===== src/logic/ssf_pkg.sv =====
package ssf_pkg;

    // register offsets on the register access port
    localparam logic [7:0] ADDR_FAMILY    = 8'h00;
    localparam logic [7:0] ADDR_REV_START = 8'h01;
    localparam logic [7:0] ADDR_GCTRL     = 8'h02;

    // field positions
    localparam int START_BIT   = 0;
    localparam int RSVD3_BIT   = 3;
    localparam int STFL_BIT    = 4;
    localparam int DYNFL_BIT   = 5;
    localparam int RSVD6_BIT   = 6;
    localparam int BACKOFF_BIT = 7;

    // values after reset, and the revision nibble an eeprom image must carry
    localparam logic       START_RESET   = 1'b0;
    localparam logic       BACKOFF_RESET = 1'b0;
    localparam logic [3:0] REV_HI_RESET  = 4'h4;
    localparam logic [2:0] REV_ID_RESET  = 3'h0;
    localparam logic       RSVD3_VALUE   = 1'b1;
    localparam logic       RSVD6_VALUE   = 1'b0;
    localparam logic [3:0] EE_REV_HI_OK  = 4'h0;

    // family code; this value is arbitrary
    localparam logic [7:0] FAMILY_ID_DEFAULT = 8'h3c;

    // eeprom image walk
    localparam logic [7:0] EE_FIRST_BYTE = 8'h00;
    localparam logic [1:0] EE_LAST_IDX   = 2'h2;
    localparam int         EE_WAIT_CYC   = 256;

    // strap pair encodings {hi, lo}
    localparam logic [1:0] STRAP_AUTO    = 2'b00;
    localparam logic [1:0] STRAP_FACTORY = 2'b11;

    localparam int NUM_PORTS = 4;

    typedef enum logic [1:0] {
        SSF_ST_STRAP = 2'b00,
        SSF_ST_READ  = 2'b01,
        SSF_ST_CHECK = 2'b10,
        SSF_ST_RUN   = 2'b11
    } ssf_boot_e;

endpackage


===== src/logic/ssf_flush_match.sv =====
`timescale 1ns/1ps
module ssf_flush_match #(
    parameter int NPORT = 4
) (
    input  wire logic [NPORT-1:0] st_fwd_i,     // static entry forwarding ports
    input  wire logic             st_unicast_i, // static entry address is unicast
    input  wire logic [NPORT-1:0] dyn_port_i,   // dynamic entry port, one-hot
    input  wire logic [NPORT-1:0] learn_dis_i,  // per-port learning disabled
    output logic                  st_hit_o,     // static entry qualifies
    output logic                  dyn_hit_o     // dynamic entry qualifies
);

    logic single_port;

    always_comb begin
        // exactly one forwarding port named
        single_port = (st_fwd_i != '0) && ((st_fwd_i & (st_fwd_i - NPORT'(1))) == '0);
        st_hit_o    = single_port && st_unicast_i && (|(st_fwd_i & learn_dis_i));
        dyn_hit_o   = |(dyn_port_i & learn_dis_i);
    end

endmodule


===== src/logic/ssf_global_ctrl.sv =====
`timescale 1ns/1ps
module ssf_global_ctrl
    import ssf_pkg::*;
#(
    parameter logic [7:0] FAMILY_ID = ssf_pkg::FAMILY_ID_DEFAULT, // arbitrary value
    parameter int         NPORT     = ssf_pkg::NUM_PORTS,
    parameter int         EE_WAIT   = ssf_pkg::EE_WAIT_CYC
) (
    input  wire logic             ref_clk_i,        // core clock, 40 MHz
    input  wire logic             rstn_i,           // async reset, active low
    input  wire logic             strap_select_hi_i, // strap pin, high
    input  wire logic             strap_select_lo_i, // strap pin, low
    input  wire logic             reg_wr_i,         // register write strobe
    input  wire logic             reg_rd_i,         // register read strobe
    input  wire logic [7:0]       reg_addr_i,       // register offset
    input  wire logic [7:0]       reg_wdata_i,      // write data
    output logic      [7:0]       reg_rdata_o,      // read data
    output logic                  reg_rvalid_o,     // read data valid
    output logic                  ee_rd_o,          // eeprom byte request
    output logic      [7:0]       ee_addr_o,        // eeprom byte address
    input  wire logic             ee_ack_i,         // eeprom byte returned
    input  wire logic [7:0]       ee_data_i,        // eeprom byte
    output logic                  ee_ok_o,          // eeprom image accepted
    output logic                  boot_done_o,      // power-up sequence over
    output logic                  switch_en_o,      // switching enabled
    output logic                  backoff_alt_o,    // alternate back-off
    output logic                  dyn_flush_o,      // dynamic flush pending
    input  wire logic             dyn_done_i,       // dynamic flush finished
    output logic                  st_flush_o,       // static flush pending
    input  wire logic             st_done_i,        // static flush finished
    input  wire logic [NPORT-1:0] learn_dis_i,      // per-port learning disabled
    input  wire logic [NPORT-1:0] st_fwd_i,         // static entry ports
    input  wire logic             st_unicast_i,     // static entry unicast
    input  wire logic [NPORT-1:0] dyn_port_i,       // dynamic entry port
    output logic                  st_hit_o,         // static entry to flush
    output logic                  dyn_hit_o         // dynamic entry to flush
);

    import ssf_pkg::*;

    ////////////////////////////////////////////////////////////////////////////////
    // power-up sequence state

    localparam logic [15:0] WAIT_LAST = 16'(EE_WAIT - 1);

    ssf_boot_e   state, next_state;
    logic [1:0]  strap, next_strap;
    logic [1:0]  idx, next_idx;
    logic [15:0] wait_cnt, next_wait_cnt;
    logic        ee_seen, next_ee_seen;
    logic [7:0]  img0, next_img0;
    logic [7:0]  img1, next_img1;
    logic [7:0]  img2, next_img2;
    logic        next_ee_rd;
    logic [7:0]  next_ee_addr;
    logic        next_ee_ok;
    logic        next_boot_done;
    logic        img_ok;

    always_comb begin
        next_state     = state;
        next_strap     = strap;
        next_idx       = idx;
        next_wait_cnt  = wait_cnt;
        next_ee_seen   = ee_seen;
        next_img0      = img0;
        next_img1      = img1;
        next_img2      = img2;
        next_ee_rd     = ee_rd_o;
        next_ee_addr   = ee_addr_o;
        next_ee_ok     = ee_ok_o;
        next_boot_done = boot_done_o;
        img_ok = ee_seen && (img0 == FAMILY_ID) && (img1[7:4] == EE_REV_HI_OK);
        case (state)
            SSF_ST_STRAP: begin
                // straps caught one edge after reset release
                next_strap    = {strap_select_hi_i, strap_select_lo_i};
                next_idx      = '0;
                next_wait_cnt = '0;
                next_ee_rd    = 1'b1;
                next_ee_addr  = EE_FIRST_BYTE;
                next_state    = SSF_ST_READ;
            end
            SSF_ST_READ: begin
                if (ee_ack_i) begin
                    next_ee_seen  = 1'b1;
                    next_wait_cnt = '0;
                    case (idx)
                        2'h0:    next_img0 = ee_data_i;
                        2'h1:    next_img1 = ee_data_i;
                        default: next_img2 = ee_data_i;
                    endcase
                    if (idx == EE_LAST_IDX) begin
                        next_ee_rd = 1'b0;
                        next_state = SSF_ST_CHECK;
                    end else begin
                        next_idx     = idx + 2'h1;
                        next_ee_addr = ee_addr_o + 8'h01;
                    end
                end else if (wait_cnt == WAIT_LAST) begin
                    // no answer: treat the eeprom as absent
                    next_ee_rd   = 1'b0;
                    next_ee_seen = 1'b0;
                    next_state   = SSF_ST_CHECK;
                end else begin
                    next_wait_cnt = wait_cnt + 16'h0001;
                end
            end
            SSF_ST_CHECK: begin
                next_ee_ok     = img_ok;
                next_boot_done = 1'b1;
                next_state     = SSF_ST_RUN;
            end
            SSF_ST_RUN: begin
                next_state = SSF_ST_RUN;
            end
            default: begin
                next_state = SSF_ST_STRAP;
            end
        endcase
    end

    always_ff @(posedge ref_clk_i or negedge rstn_i) begin
        if (!rstn_i) begin
            state       <= SSF_ST_STRAP;
            strap       <= STRAP_AUTO;
            idx         <= '0;
            wait_cnt    <= '0;
            ee_seen     <= 1'b0;
            img0        <= '0;
            img1        <= '0;
            img2        <= '0;
            ee_rd_o     <= 1'b0;
            ee_addr_o   <= EE_FIRST_BYTE;
            ee_ok_o     <= 1'b0;
            boot_done_o <= 1'b0;
        end else begin
            state       <= next_state;
            strap       <= next_strap;
            idx         <= next_idx;
            wait_cnt    <= next_wait_cnt;
            ee_seen     <= next_ee_seen;
            img0        <= next_img0;
            img1        <= next_img1;
            img2        <= next_img2;
            ee_rd_o     <= next_ee_rd;
            ee_addr_o   <= next_ee_addr;
            ee_ok_o     <= next_ee_ok;
            boot_done_o <= next_boot_done;
        end
    end

    ////////////////////////////////////////////////////////////////////////////////
    // control registers

    logic       start, next_start;
    logic       next_backoff;
    logic       next_dyn, next_st;
    logic       next_switch_en;
    logic       wr_rev, wr_gctrl;
    logic       dyn_set, st_set;
    logic [7:0] next_rdata;
    logic       st_hit_c, dyn_hit_c;

    always_comb begin
        wr_rev   = reg_wr_i && (reg_addr_i == ADDR_REV_START);
        wr_gctrl = reg_wr_i && (reg_addr_i == ADDR_GCTRL);
        dyn_set  = wr_gctrl && reg_wdata_i[DYNFL_BIT];
        st_set   = wr_gctrl && reg_wdata_i[STFL_BIT];
        next_start   = wr_rev ? reg_wdata_i[START_BIT] : start;
        next_backoff = wr_gctrl ? reg_wdata_i[BACKOFF_BIT] : backoff_alt_o;
        // a new trigger in the done cycle keeps the request standing
        next_dyn = (dyn_flush_o && !dyn_done_i) || dyn_set;
        next_st  = (st_flush_o && !st_done_i) || st_set;
        if (state == SSF_ST_CHECK) begin
            next_start = (strap == STRAP_AUTO);
            if (img_ok) begin
                next_backoff = img2[BACKOFF_BIT];
            end
        end
        next_switch_en = next_start && (next_state == SSF_ST_RUN);
        case (reg_addr_i)
            ADDR_FAMILY:    next_rdata = FAMILY_ID;
            ADDR_REV_START: next_rdata = {REV_HI_RESET, REV_ID_RESET, start};
            ADDR_GCTRL:     next_rdata = {backoff_alt_o, RSVD6_VALUE, dyn_flush_o,
                                          st_flush_o, RSVD3_VALUE, 3'h0};
            default:        next_rdata = 8'h00;
        endcase
    end

    always_ff @(posedge ref_clk_i or negedge rstn_i) begin
        if (!rstn_i) begin
            start         <= START_RESET;
            switch_en_o   <= START_RESET;
            backoff_alt_o <= BACKOFF_RESET;
            dyn_flush_o   <= 1'b0;
            st_flush_o    <= 1'b0;
            reg_rdata_o   <= 8'h00;
            reg_rvalid_o  <= 1'b0;
        end else begin
            start         <= next_start;
            switch_en_o   <= next_switch_en;
            backoff_alt_o <= next_backoff;
            dyn_flush_o   <= next_dyn;
            st_flush_o    <= next_st;
            reg_rdata_o   <= reg_rd_i ? next_rdata : reg_rdata_o;
            reg_rvalid_o  <= reg_rd_i;
        end
    end

    ////////////////////////////////////////////////////////////////////////////////
    // flush qualification of the entry under the table walker

    ssf_flush_match #(
        .NPORT(NPORT)
    ) u_match (
        .st_fwd_i    (st_fwd_i),
        .st_unicast_i(st_unicast_i),
        .dyn_port_i  (dyn_port_i),
        .learn_dis_i (learn_dis_i),
        .st_hit_o    (st_hit_c),
        .dyn_hit_o   (dyn_hit_c)
    );

    logic next_st_hit, next_dyn_hit;

    always_comb begin
        next_st_hit  = st_flush_o && st_hit_c;
        next_dyn_hit = dyn_flush_o && dyn_hit_c;
    end

    always_ff @(posedge ref_clk_i or negedge rstn_i) begin
        if (!rstn_i) begin
            st_hit_o  <= 1'b0;
            dyn_hit_o <= 1'b0;
        end else begin
            st_hit_o  <= next_st_hit;
            dyn_hit_o <= next_dyn_hit;
        end
    end

    ////////////////////////////////////////////////////////////////////////////////
    // checks

    logic       in_check, img_hi_ok, img2_bo, wbit_bo;

    always_comb begin
        in_check  = (state == SSF_ST_CHECK);
        img_hi_ok = (img1[7:4] == EE_REV_HI_OK);
        img2_bo   = img2[BACKOFF_BIT];
        wbit_bo   = reg_wdata_i[BACKOFF_BIT];
    end
endmodule


===== config.mk =====
export PLATFORM = sky130hd
export DESIGN_NAME = ssf_global_ctrl
export DESIGN_NICKNAME = d
export VERILOG_FILES = /design/src/logic/ssf_pkg.sv /design/src/logic/ssf_flush_match.sv /design/src/logic/ssf_global_ctrl.sv
export SDC_FILE = /design/constraint.sdc
export NUM_CORES = 1
export LEC_CHECK = 0
export ABC_AREA = 1
export BUFFER_PORTS_ARGS = -buffer_cell sky130_fd_sc_hd__buf_2
export CAP_MARGIN = 20
export CORE_MARGIN = 10
export CORE_UTILIZATION = 54
export CTS_CLUSTER_DIAMETER = 30
export DETAILED_ROUTE_END_ITERATION = 16
export PLACE_DENSITY_LB_ADDON = 0.12
export SETUP_SLACK_MARGIN = 0.1
export SLEW_MARGIN = 15
export SYNTH_ARGS = -nofsm -noshare
export SYNTH_HDL_FRONTEND = slang
export SYNTH_SLANG_ARGS = --single-unit

===== constraint.sdc =====
create_clock -name ref_clk_i -period 1.57 [get_ports ref_clk_i]
set_input_delay 0.157 -clock ref_clk_i [delete_from_list [all_inputs] [get_ports ref_clk_i]]
set_output_delay 0.157 -clock ref_clk_i [all_outputs]
set_load 0.05 [all_outputs]

# Word level (Yosys, flattened, before mapping)
# Cells that the tools add are included.
[word_totals]
ff_bits = 74
[op_classes]
n_bitwise = 4
reduce_logical = 38
n_eq_ne = 15
addsub = 4
n_mux = 24
[op_table]
columns = ["op", "count"]
rows = [
  ["$mux 16", 2],
  ["$pmux 16 s2", 1],
  ["$pmux 8 s3", 1],
  ["$add 16x1->16 const B", 1],
  ["$eq 16x8->1 const B", 1],
  ["$mux 8", 2],
  ["$pmux 8 s2", 1],
  ["$reduce_and 3->1", 5],
  ["$logic_and 1x1->1", 14],
  ["$and 4x4->4", 3],
  ["$mux 2", 5],
  ["$mux 1", 9],
  ["$ne 3x3->1 const B", 3],
  ["$add 8x1->8 const B", 1],
  ["$eq 2x2->1 const B", 4],
  ["$eq 8x1->1 const B", 1],
  ["$eq 8x2->1 const B", 1],
  ["$eq 8x6->1 const B", 1],
  ["$logic_not 4->1", 2],
  ["$logic_not 8->1", 1],
  ["$reduce_or 4->1", 2],
  ["$logic_not 2->1", 3],
  ["$pmux 2 s3", 1],
  ["$eq 2x1->1 const B", 2],
  ["12 further kinds", 18],
]

# Longest topological paths before layout
# Gate-level depths: netlist of run 1.
[logic_depth]
ltp_word = 7
depth_mapped = 10

# By module
# A second synthesis of run 1 with hierarchy kept.
[hier_totals]
cells_unflattened = 428
hier_area_um2 = 3359.5
[modules_own_cells]
columns = ["mod", "area_each_um2", "n_inst", "seq_area_each_um2", "cells_each"]
rows = [
  ["ssf_global_ctrl", 3246.9, 1, 1551.5, 399],
  ["ssf_flush_match", 112.6, 1, 0.0, 29],
]

# Least setup slack after synthesis of run 1
# Ideal clock, no wire load.
[synth_path]
path_type = "register to register"
start = "register ee_addr_o[0]"
end = "register ee_addr_o[6]"
synth_period_minus_slack_ps = 1558
path_buffers = 0
setup_slack_ps = 12
t_required_ps = 1449
path_stages_with_launch = 7
arrival_ps = 1437
cell_sequence = "dfrtp_1 ha_1 nand2_1 nor2_1 nand3_2 o21ai_0 nor2_1"
[synth_between]
elab_chain_cells = 4
[synth_lines]
columns = ["item", "line", "source"]
rows = [
  ["from (decl)", "ssf_global_ctrl.sv:20", "output logic [7:0] ee_addr_o,"],
  ["from (signal assigned)", "ssf_global_ctrl.sv:147", "ee_addr_o <= next_ee_addr;"],
  ["$add 8x1->8", "ssf_global_ctrl.sv:98", "next_ee_addr = ee_addr_o + 8'h01;"],
  ["$mux 8", "ssf_global_ctrl.sv:93", "if (idx == EE_LAST_IDX) begin"],
  ["$mux 8", "ssf_global_ctrl.sv:85", "if (ee_ack_i) begin"],
  ["$pmux 8 s2", "ssf_global_ctrl.sv:74", "case (state)"],
]
# Every way passes these cells. The select of a mux whose other input is x is not followed.
# A chain may end at the register's enable or synchronous reset.

# Worst setup path after layout of run 1
[layout_path]
start = "register idx[0]"
end = "register ee_addr_o[6]"
[layout_between]
elab_chain_cells = 3
[layout_lines]
columns = ["item", "line", "source"]
rows = [
  ["from (decl)", "ssf_global_ctrl.sv:48", "logic [1:0] idx, next_idx;"],
  ["from (signal assigned)", "ssf_global_ctrl.sv:140", "idx <= next_idx;"],
  ["$eq 2x2->1", "ssf_global_ctrl.sv:93", ""],
  ["$ne 2x2->1 (no source line)", "-", ""],
  ["$reduce_and 3->1 (no source line)", "-", ""],
]
# Every way passes these cells.

==> metrics.yaml, run 1 <==
outcome:
  status: "completed"
layout:
  syn_to_final_growth_pct: 27.6
  seq_area_sq_um: 1550
  final_cell_mix: "117 x nand2_1, 66 x buf_2, 60 x dfrtp_1"
  final_common_cell: "nand2_1"
  multi_input_area_sq_um: 1580
  fin_cells: 593
  fin_area_sq_um: 4200
  n_antenna_cell: 0
  final_util: 0.709
  drive_gt1_frac: 0.295
  n_fill_cell: 473
  nNetsFinal: 566
drt:
  wl_per_cell_microns: 14.2
  drc: 0
  ant_nets: 0
  vias: 3176
  first_iter_violations: 193
  routed_wl_microns: 8410
  drt-pass1-iter-count: 6
  avgViaCountPerCell: 5.36
floorplanning:
  fp-row-count: 28
  ios: 72
  die_h_microns: 98.1
  die_w_microns: 98.1
  coreArea_sq_um: 5920
  start_util: 0.556
  dieArea_sq_um: 9610
min_path:
  hold_class: "in2reg"
timing:
  timing.setup.tns_ns: 0
  slew_viol_final: 0
  max_freq_mhz: 716
  finalHoldViolCount: 0
  fin_ws_ns: 0.173
  fin_hold_ws_ns: 0.0295
  min_period_ns: 1.40
  setup_viol: 0
  fin_worst_skew_ns: 0.00399
  rsz0062_at_grt: "true"
  fin_crit_sh: 0.890
pwr:
  power.switching_mw: 0.750
  power_density_nw_per_um2: 736
  p_leak_nw: 2.26
  switching_share: 0.243
  p_seq_frac: 0.527
  combPwrFrac: 0.078
  clkPwrFrac: 0.395
  vdd_drop_max_uv: 401
  power_mw: 3.09
  internal_power_mw: 2.34
yosys:
  syn_area_sq_um: 3290
  syn_nets: 464
  async_flop_share: 1.00
  synth_compound_area_frac: 0.0601
  postSynthCellCount: 413
  ys_types: 40
  seq_area_frac_synth: 0.472
  synth_top_family_by_area: "simple AND/OR/NAND/NOR gates"
  yosys_warnings: 0
  muxShareOfSynthArea: 0.0160
  synth-seq-cells: 62
  synthFlopType: "dfrtp_1"
  avgSynthCellArea_sq_um: 7.96
  synthSimpleGateAreaFrac: 0.355
  synthAdderAreaFrac: 0.0190
  synth-xor-area-share: 0
  synth_edf_count: 0
global_routing:
  grt.met3_usage: 0.0479
  grt-busiest-layer: "met2"
  grt_max_degree: 63
  use_met1: 0.202
  overflow: 0
  grtUsageTotal: 0.162
  grt_pass1_wl_microns: 13300
  grt_pass1_vias: 2965
  antenna_found_initial: 0
  use_met2: 0.263
clocking:
  cts_root_buf: "clkbuf_8"
  clkSinkCount: 62
  clk_pin_slew_worst_paths_ns: 0.07
  cts_buffers: 9
  tritoncts: "yes"
  htreeDepth: 3
  cts_buffer_depth: 2
  clk_latency_ns: 0.33
worst_setup_path:
  worstPathRequired_ns: 1.83
  critical_path_arrival_ns: 1.66
  rrSetupSlack_ns: 0.17
  worst-path-max-fanout: 6
  cp-start-kind: "flip-flop"
  end_kind: "flip-flop"
  critical_path_class: "reg2reg"
place:
  dp.cells: 565
  hpwl_microns: 5980
  placed_area_sq_um: 3810
  place_congestion: 0.882
  portBuffers: 66
  pre_cts_slack_ns: 0.0821
flow_run:
  drv_cap: 0
==> timing repair <==
action                                 in CTS  in global routing
hold buffers                                3                  1
buffers inserted                            0                  8
pin swaps                                   0                  7
setup endpoints to repair                   4                 32
endpoints found under the hold margin      64                  1
cloned                                      0                  2
resized for setup                           2                 24
==> routing by layer <==
metal,routed length (microns),part of all wire
met1,3710,0.44
met2,3970,0.47
met3,590,0.070
met4,136,0.016
met5,0,0
==> power groups by stage <==
stage | clock (mW) | sequential (mW) | combinational (mW)
final | 1.22 | 1.63 | 0.241
after global routing | 1.32 | 1.63 | 0.267
after CTS | 1.25 | 1.62 | 0.234
after detailed placement | 0 | 1.65 | 0.226
after global placement | 0 | 1.65 | 0.222
after floorplan | 0 | 1.69 | 0.0643
==> Yosys cell counts, types with 2 or more instances <==
library cell / number / area share
nand2_1: 118 / 0.13
dfrtp_1: 62 / 0.47
inv_1: 45 / 0.051
nor2_1: 40 / 0.046
nand4_1: 35 / 0.067
nand3_1: 31 / 0.047
o21ai_0: 17 / 0.026
a21oi_1: 8 / 0.012
ha_1: 5 / 0.019
inv_2: 5 / 0.0057
or2_2: 5 / 0.0095
buf_2: 4 / 0.0061
nand2_4: 4 / 0.014
nor2_4: 3 / 0.010
a31oi_1: 2 / 0.0038
mux2_2: 2 / 0.0068
mux2_4: 2 / 0.0091
nor2_2: 2 / 0.0038
o21bai_1: 2 / 0.0046
==> final cells by class <==
cell class / instances / share of cell area
multi-input combinational: 294 / 0.375
clock buffer: 12 / 0.0370
sequential: 62 / 0.370
inverter: 51 / 0.0492
clock inverter: 2 / 0.00239
timing repair buffer: 97 / 0.143
tap: 75 / 0.0224
==> critical path, cell delays in order, from the launching register on <==
cell,delay [ns]
dfrtp_1,0.37
inv_2,0.07
ha_4,0.17
nor2_4,0.09
nor2_2,0.07
nor2_4,0.20
nand3_2,0.13
nor2_1,0.12
nor2_1,0.04
nor2_1,0.07
==> final timing paths <==
path                                          from                  endpoint  cells past startpoint
min reg2reg                boot_done_o$_DFFE_PN0P_   boot_done_o$_DFFE_PN0P_                      1
min in group asynchronous                   rstn_i       img0[1]$_DFFE_PN0P_                      3
max in group asynchronous                   rstn_i  ee_addr_o[0]$_DFFE_PN0P_                      3
min                              strap_select_lo_i      strap[0]$_DFFE_PN0P_                      3
max reg2reg                     idx[0]$_DFFE_PN0P_  ee_addr_o[6]$_DFFE_PN0P_                      9
max                             idx[0]$_DFFE_PN0P_  ee_addr_o[6]$_DFFE_PN0P_                      9
==> kinds of logic after synthesis <==
logic type      after synthesis
other cells                   1
mux                           4
flops                        62
simple gates                247
compound gates               35
buf+inv                      59
fa+ha+maj                     5
==> sequential cells by signal, indices dropped and copies added (netlist names), 2 cells and up <==
name / count
ee_addr_o: 8
idx: 2
img0: 8
img1: 4
reg_rdata_o: 7
state: 2
strap: 2
wait_cnt: 16
No activity file was read; power rests on OpenSTA's default activity.
==> run 2, diff against run 1 <==
CORE_UTILIZATION = 55   (was 54)
SYNTH_HIERARCHICAL = 1   (was default)
==> run 2 against run 1 <==
Effect of this change: combinational power down 18%; register-to-register slack got worse by 0.02 ns; power is 8.9% higher; core utilization is 0.80 points higher; synthesized cell count up 3.6%; first-iteration DRC count fell by 31%; sequential power about the same; synthesized area rose by 2.1%; clock power rose by 28%; critical endpoint is now wait_cnt[12]$_DFFE_PN0P_.
==> metrics.yaml, run 2 <==
outcome:
  status: "completed"
worst_setup_path:
  worst-path-max-fanout: 7  # +1
  rrSetupSlack_ns: 0.15  # -0.02 ns
  endpoint: "wait_cnt[12]$_DFFE_PN0P_"
  cp.depth: 10  # +1
  critical_path.top_delay_family: "simple AND/OR/NAND/NOR gates"
  end_kind: "flip-flop"
  r2r_end: "wait_cnt[12]$_DFFE_PN0P_"
  crit_top_cell: "nand2_4"
  worstPathRequired_ns: 1.84  # about the same
  rr_startpoint: "wait_cnt[1]$_DFFE_PN0P_"
  reg2regPathDepth: 10  # +1
  critical_path_arrival_ns: 1.69  # +0.03 ns
  slowest_stage: "dfrtp_1"
  worstPathCellList: "ha_4 -> nand2_4 -> nor2_4 -> nand2_4 -> clkinv_4 -> nand3b_4 -> nand2_4 -> buf_12 -> nand2_2 -> o21ai_2"
  crit_path_max_incr_delay_ns: 0.40  # +0.03 ns
  crit_start: "wait_cnt[1]$_DFFE_PN0P_"
  critical_path_class: "reg2reg"
  crit_buf_inv: 2  # +1
  cp-start-kind: "flip-flop"
layout:
  syn_to_final_growth_pct: 26.3
  drive_gt1_frac: 0.306  # +0.0101
  reg_top3: "wait_cnt (16), ee_addr_o (8), img0 (8)"
  largest_register_ffs: 16  # unchanged
  nNetsFinal: 573  # +1.2%
  final_cell_mix: "118 x nand2_1, 66 x buf_2, 59 x dfrtp_1"
  fin_cells: 602  # +1.5%
  final_common_cell: "nand2_1"
  n_antenna_cell: 0  # unchanged
  final_util: 0.717  # +0.00803
  largest-register: "wait_cnt"
place:
  dp.cells: 580  # +2.7%
  hpwl_microns: 5890  # -1.5%
  pre_cts_slack_ns: 0.114  # +0.0316 ns
  portBuffers: 66  # unchanged
  place_congestion: 0.855  # -3.1%
timing:
  slew_viol_final: 0  # unchanged
  rsz0062_at_grt: "true"
  setup_viol: 0  # unchanged
  fin_ws_ns: 0.151  # -0.0218 ns
  fin_worst_skew_ns: 0.00788  # +0.00390 ns
  min_period_ns: 1.42  # +0.0218 ns
  timing.setup.tns_ns: 0  # unchanged
  finalHoldViolCount: 0  # unchanged
  fin_crit_sh: 0.904  # +0.0139
  max_freq_mhz: 705  # -1.5%
yosys:
  yosysMostFrequentCell: "nand2_1"
  synth-seq-cells: 62  # unchanged
  synth_edf_count: 0  # unchanged
  postSynthCellCount: 428  # +3.6%
  synth_area_leaders: "dfrtp_1 46%, nand2_1 14%, nand3_1 6.1%"
  async_flop_share: 1.00  # unchanged
  ys_types: 32  # -20%
  syn_area_sq_um: 3360  # +2.1%
  yosys_warnings: 6  # +6
  synthTopCellsByCount: "123 x nand2_1, 62 x dfrtp_1, 48 x inv_1"
  synth_top_area_frac: 0.462  # -0.00984
  avgSynthCellArea_sq_um: 7.85  # -1.4%
  synth_area_leader_cell: "dfrtp_1"
  synthFlopType: "dfrtp_1"
  syn_nets: 479  # +3.2%
  seq_area_frac_synth: 0.462  # -0.00984
flow_run:
  drv_cap: 0  # unchanged
global_routing:
  grt_pass1_wl_microns: 13500  # +0.98%
  overflow: 0  # unchanged
  grtUsageTotal: 0.164  # +0.00213
  grt_max_degree: 36  # -43%
  antenna_found_initial: 0  # unchanged
  grt_pass1_vias: 2974  # +0.30%
clocking:
  cts_buffers: 9  # unchanged
  tritoncts: "yes"
  cts_buffer_depth: 2  # unchanged
  clkSinkCount: 62  # unchanged
  clk_pin_slew_worst_paths_ns: 0.08  # about the same
  cts_root_buf: "clkbuf_8"
  clk_latency_ns: 0.34  # about the same
  htreeDepth: 3  # unchanged
floorplanning:
  dieArea_sq_um: 9630  # +0.21%
  fp-row-count: 28  # unchanged
  start_util: 0.567  # +0.0118
  coreArea_sq_um: 5920  # unchanged
  ios: 72  # unchanged
  die_h_microns: 98.2  # +0.11%
  die_w_microns: 98.2  # +0.11%
pwr:
  vdd_drop_max_uv: 622  # +55%
  power_density_nw_per_um2: 792  # +7.7%
  power_mw: 3.36  # +8.9%
  p_leak_nw: 2.18  # -3.8%
drt:
  drt-pass1-iter-count: 7  # +1
  wl_per_cell_microns: 12.9  # -8.9%
  ant_nets: 0  # unchanged
  vias: 3041  # -4.3%
  first_iter_violations: 134  # -31%
  drc: 0  # unchanged
  avgViaCountPerCell: 5.05  # -5.7%
  routed_wl_microns: 7770  # -7.6%
min_path:
  hold_class: "in2reg"
==> run 2: timing repair <==
| action | 4_1_cts | 5_1_grt |
|---|---|---|
| endpoints found under the setup margin | 6 | 30 |
| setup buffers | 1 | 1 |
| hold endpoints to repair | 55 | 0 |
| gates resized for setup | 1 | 15 |
| pin swaps | 0 | 6 |
| hold buffers | 4 | 0 |
==> run 2: how the worst min path moves through the flow <==
stage,startpoint,to,slack [ns],cells after the start
final,strap_select_hi_i,strap[1]$_DFFE_PN0P_,0.03,3
after global routing,strap_select_lo_i,strap[0]$_DFFE_PN0P_,0.04,3
after CTS,strap_select_hi_i,strap[1]$_DFFE_PN0P_,0.01,3
after detailed placement,rstn_i,wait_cnt[1]$_DFFE_PN0P_,0.06,1
after global placement,rstn_i,wait_cnt[1]$_DFFE_PN0P_,0.05,1
after floorplan,rstn_i,backoff_alt_o$_DFF_PN0_,-0.14,0
==> run 2: through the flow <==
stage / instance area (sq um) / hold slack [ns]
2_1_floorplan: 3360 / -0.139
3_3_place_gp: 3910 / 0.0499
3_5_place_dp: 3910 / 0.0574
4_1_cts: 4180 / 0.0117
5_1_grt: 4240 / 0.0448
6_report: 4240 / 0.0253
==> run 2: metal layers <==
layer / vias up / track usage / part of all wire
li1: 1564 / - / -
met1: 1386 / 0.199 / 0.45
met2: 78 / 0.267 / 0.47
met3: 13 / 0.0529 / 0.062
met4: 0 / 0.0562 / 0.015
met5: - / 0 / 0
==> run 2: layout make-up <==
class / count / area, sq um
fill: 473 / 1680
inverter: 55 / 211
clock inverter: 7 / 97.6
sequential: 62 / 1560
multi-input combinational: 303 / 1580
clock buffer: 9 / 124
timing repair buffer: 91 / 578
tap: 75 / 93.8
==> run 2: power breakdown <==
group	switching, mW	internal [mW]
logic	0.121	0.0767
registers	0.00260	1.60
clock network	0.660	0.898
total	0.784	2.58
==> run 2: tightest hold or removal path, stage by stage <==
cell and delay, ns:
buf_2 0.08, nand2_1 0.04, o21ai_0 0.06
==> run 2: kinds of logic (layout without fill, tap and decap cells) <==
family,after synthesis,in the layout,share of synthesized area
and+or+nand+nor,244,244,0.334
buffers and inverters,63,162,0.0838
DFF,62,62,0.462
adders and majority gates,5,5,0.0186
other,1,1,0.00112
AOI/OAI and AO/OA,53,53,0.100
==> run 3, diff against run 2 <==
BUFFER_PORTS_ARGS = default   (was -buffer_cell sky130_fd_sc_hd__buf_2)
CORE_UTILIZATION = 62   (was 55)
DONT_BUFFER_PORTS = 1   (was default)
SLEW_MARGIN = 20   (was 15)
==> run 3 against run 2 <==
Effect of this change: the run now ends with negative hold slack left; maximum frequency is 3.8% lower; largest cell class unchanged; global-route usage grew 2.7 points; combinational power down 51%; critical path depth did not move.
==> metrics.yaml, run 3 (synthesis gave the netlist of run 2 again) <==
outcome:
  status: "complete, but fails checks"
  violations: "negative hold slack"
pwr:
  switching_share: 0.232  # -0.00126
  combPwrFrac: 0.031  # -0.028
  p_leak_nw: 1.93  # -11%
  vdd_drop_max_uv: 580  # -6.7%
  clkPwrFrac: 0.445  # -0.018
  power.switching_mw: 0.719  # -8.4%
  internal_power_mw: 2.38  # -7.8%
  p_seq_frac: 0.524  # +0.046
  power_density_nw_per_um2: 774  # -2.3%
clocking:
  cts_hold_buf: 15  # +11
  clkSinkCount: 62  # unchanged
  cts_root_buf: "clkbuf_8"
  cts_buffers: 9  # unchanged
  tritoncts: "yes"
  cts_buffer_depth: 2  # unchanged
  clk_pin_slew_worst_paths_ns: 0.07  # about the same
  htreeDepth: 3  # unchanged
  clk_latency_ns: 0.34  # about the same
layout:
  final_common_cell: "nand2_1"
  nNetsFinal: 526  # -8.2%
  reg_top3: "wait_cnt (16), ee_addr_o (8), img0 (8)"
  fin_area_sq_um: 4000  # -5.8%
  fin_cells: 550  # -8.6%
  largest-register: "wait_cnt"
  syn_to_final_growth_pct: 19.0
  drive_gt1_frac: 0.217  # -0.0888
  n_antenna_cell: 0  # unchanged
  largest_register_ffs: 16  # unchanged
  n_fill_cell: 361  # -24%
  final_cell_mix: "120 x nand2_1, 58 x dfrtp_1, 46 x inv_1"
drt:
  routed_wl_microns: 7950  # +2.3%
  vias: 3010  # -1.0%
  avgViaCountPerCell: 5.47  # +8.3%
  drc: 0  # unchanged
  drt-pass1-iter-count: 4  # -3
  ant_nets: 0  # unchanged
  first_iter_violations: 215  # +60%
  wl_per_cell_microns: 14.5  # +12%
timing:
  slew_viol_final: 0  # unchanged
  fin_worst_skew_ns: 0.00520  # -0.00268 ns
  worstMarginPinSlew_ns: 0.525
  finalHoldViolCount: 62  # +62
  fin_hold_ws_ns: -0.492  # -0.518 ns
  fin_crit_sh: 0.940  # +0.0361
  min_period_ns: 1.48  # +0.0567 ns
  max_freq_mhz: 678  # -3.8%
  rsz0062_at_grt: "true"
  slew_headroom: 0.650
  setup_viol: 0  # unchanged
  timing.setup.tns_ns: 0  # unchanged
worst_setup_path:
  critical_path_class: "reg2reg"
  critical_path_arrival_ns: 1.74  # +0.05 ns
  cp-start-kind: "flip-flop"
  end_kind: "flip-flop"
  worst-path-max-fanout: 9  # +2
  worstPathRequired_ns: 1.84  # about the same
place:
  place_congestion: 0.853  # -0.22%
  hpwl_microns: 5730  # -2.7%
  portBuffers: 0  # -100%
  dp.cells: 517  # -11%
  placed_area_sq_um: 3590  # -8.0%
global_routing:
  grt_pass1_vias: 3123  # +5.0%
  grt_max_degree: 63  # +75%
  grt_pass1_wl_microns: 13800  # +2.8%
  antenna_found_initial: 0  # unchanged
  overflow: 0  # unchanged
  grtUsageTotal: 0.191  # +0.0270
floorplanning:
  start_util: 0.649  # +0.0821
  ios: 72  # unchanged
  dieArea_sq_um: 8760  # -9.0%
  fp-row-count: 26  # -7.1%
  die_w_microns: 93.6  # -4.6%
  die_h_microns: 93.6  # -4.6%
  coreArea_sq_um: 5170  # -13%
flow_run:
  drv_cap: 0  # unchanged
min_path:
  hold_class: "in2async"
[run 3: changes by cell type in the layout (fill, tap and decap cells not counted), sizes merged]
cell / change
bufinv: -1
dlygate4sd3: +11
buf: -58
clkbuf: +1
clkinvlp: -1
clkinv: +1
[run 3: repair_timing]
action	CTS	global route
pin swaps	0	4
resized for setup	2	16
hold endpoints to repair	79	62
setup buffers	0	2
endpoints found under the setup margin	15	32
[run 3: final timing paths]
check	cells past startpoint	slack, ns	from	end
setup / recovery	10	0.09	wait_cnt[1]$_DFFE_PN0P_	wait_cnt[2]$_DFFE_PN0P_
hold / removal	0	-0.49	rstn_i	wait_cnt[11]$_DFFE_PN0P_
setup reg to reg	10	0.09	wait_cnt[1]$_DFFE_PN0P_	wait_cnt[2]$_DFFE_PN0P_
hold reg to reg	1	0.47	boot_done_o$_DFFE_PN0P_	boot_done_o$_DFFE_PN0P_
max in group asynchronous	0	1.97	rstn_i	backoff_alt_o$_DFF_PN0_
min in group ref_clk_i	2	0.01	ee_data_i[7]	img2[7]$_DFFE_PN0P_
[run 3: per-layer routing]
layer	wire (microns)	track usage
met1	3140	0.212
met2	4050	0.335
met3	600	0.0600
met4	166	0.0696
met5	0	0
[run 3: worst max-delay path: stages (launching register included)]
cell and delay (ns):
dfrtp_1 0.37, ha_2 0.21, nand2_2 0.08, nor2_4 0.15, nand2_4 0.08, clkinv_4 0.06, nand3b_4 0.10, nand2_8 0.11
buf_12 0.13, nand2_2 0.05, o21ai_2 0.05
[run 3: per-stage QoR]
step / worst slack (ns) / utilization / power (mW) / hold slack, ns
4_1_cts: 0.102 / 0.761 / 3.11 / -0.504
3_5_place_dp: 0.0683 / 0.695 / 1.72 / -0.136
5_1_grt: 0.0315 / 0.773 / 3.20 / -0.510
6_report: 0.0943 / 0.773 / 3.10 / -0.492
3_3_place_gp: 0.123 / 0.695 / 1.72 / -0.136
2_1_floorplan: 0.159 / - / 1.71 / -0.139
[run 3: layout make-up]
type	instances	area (sq um)	share of cell area
Sequential cell	62	1560	0.389
Tap cell	70	87.6	0.0219
Clock buffer	10	128	0.0319
Multi-Input combinational cell	303	1560	0.390
Clock inverter	6	61.3	0.0153
Inverter	55	214	0.0535
Timing Repair Buffer	44	392	0.0979
[run 3: power groups by stage]
stage,Sequential [mW],Clock [mW],Combinational (mW)
final,1.62,1.38,0.0967
after global routing,1.62,1.47,0.110
after CTS,1.62,1.39,0.0949
after detailed placement,1.65,0,0.0656
after global placement,1.65,0,0.0633
after floorplan,1.66,0,0.0515
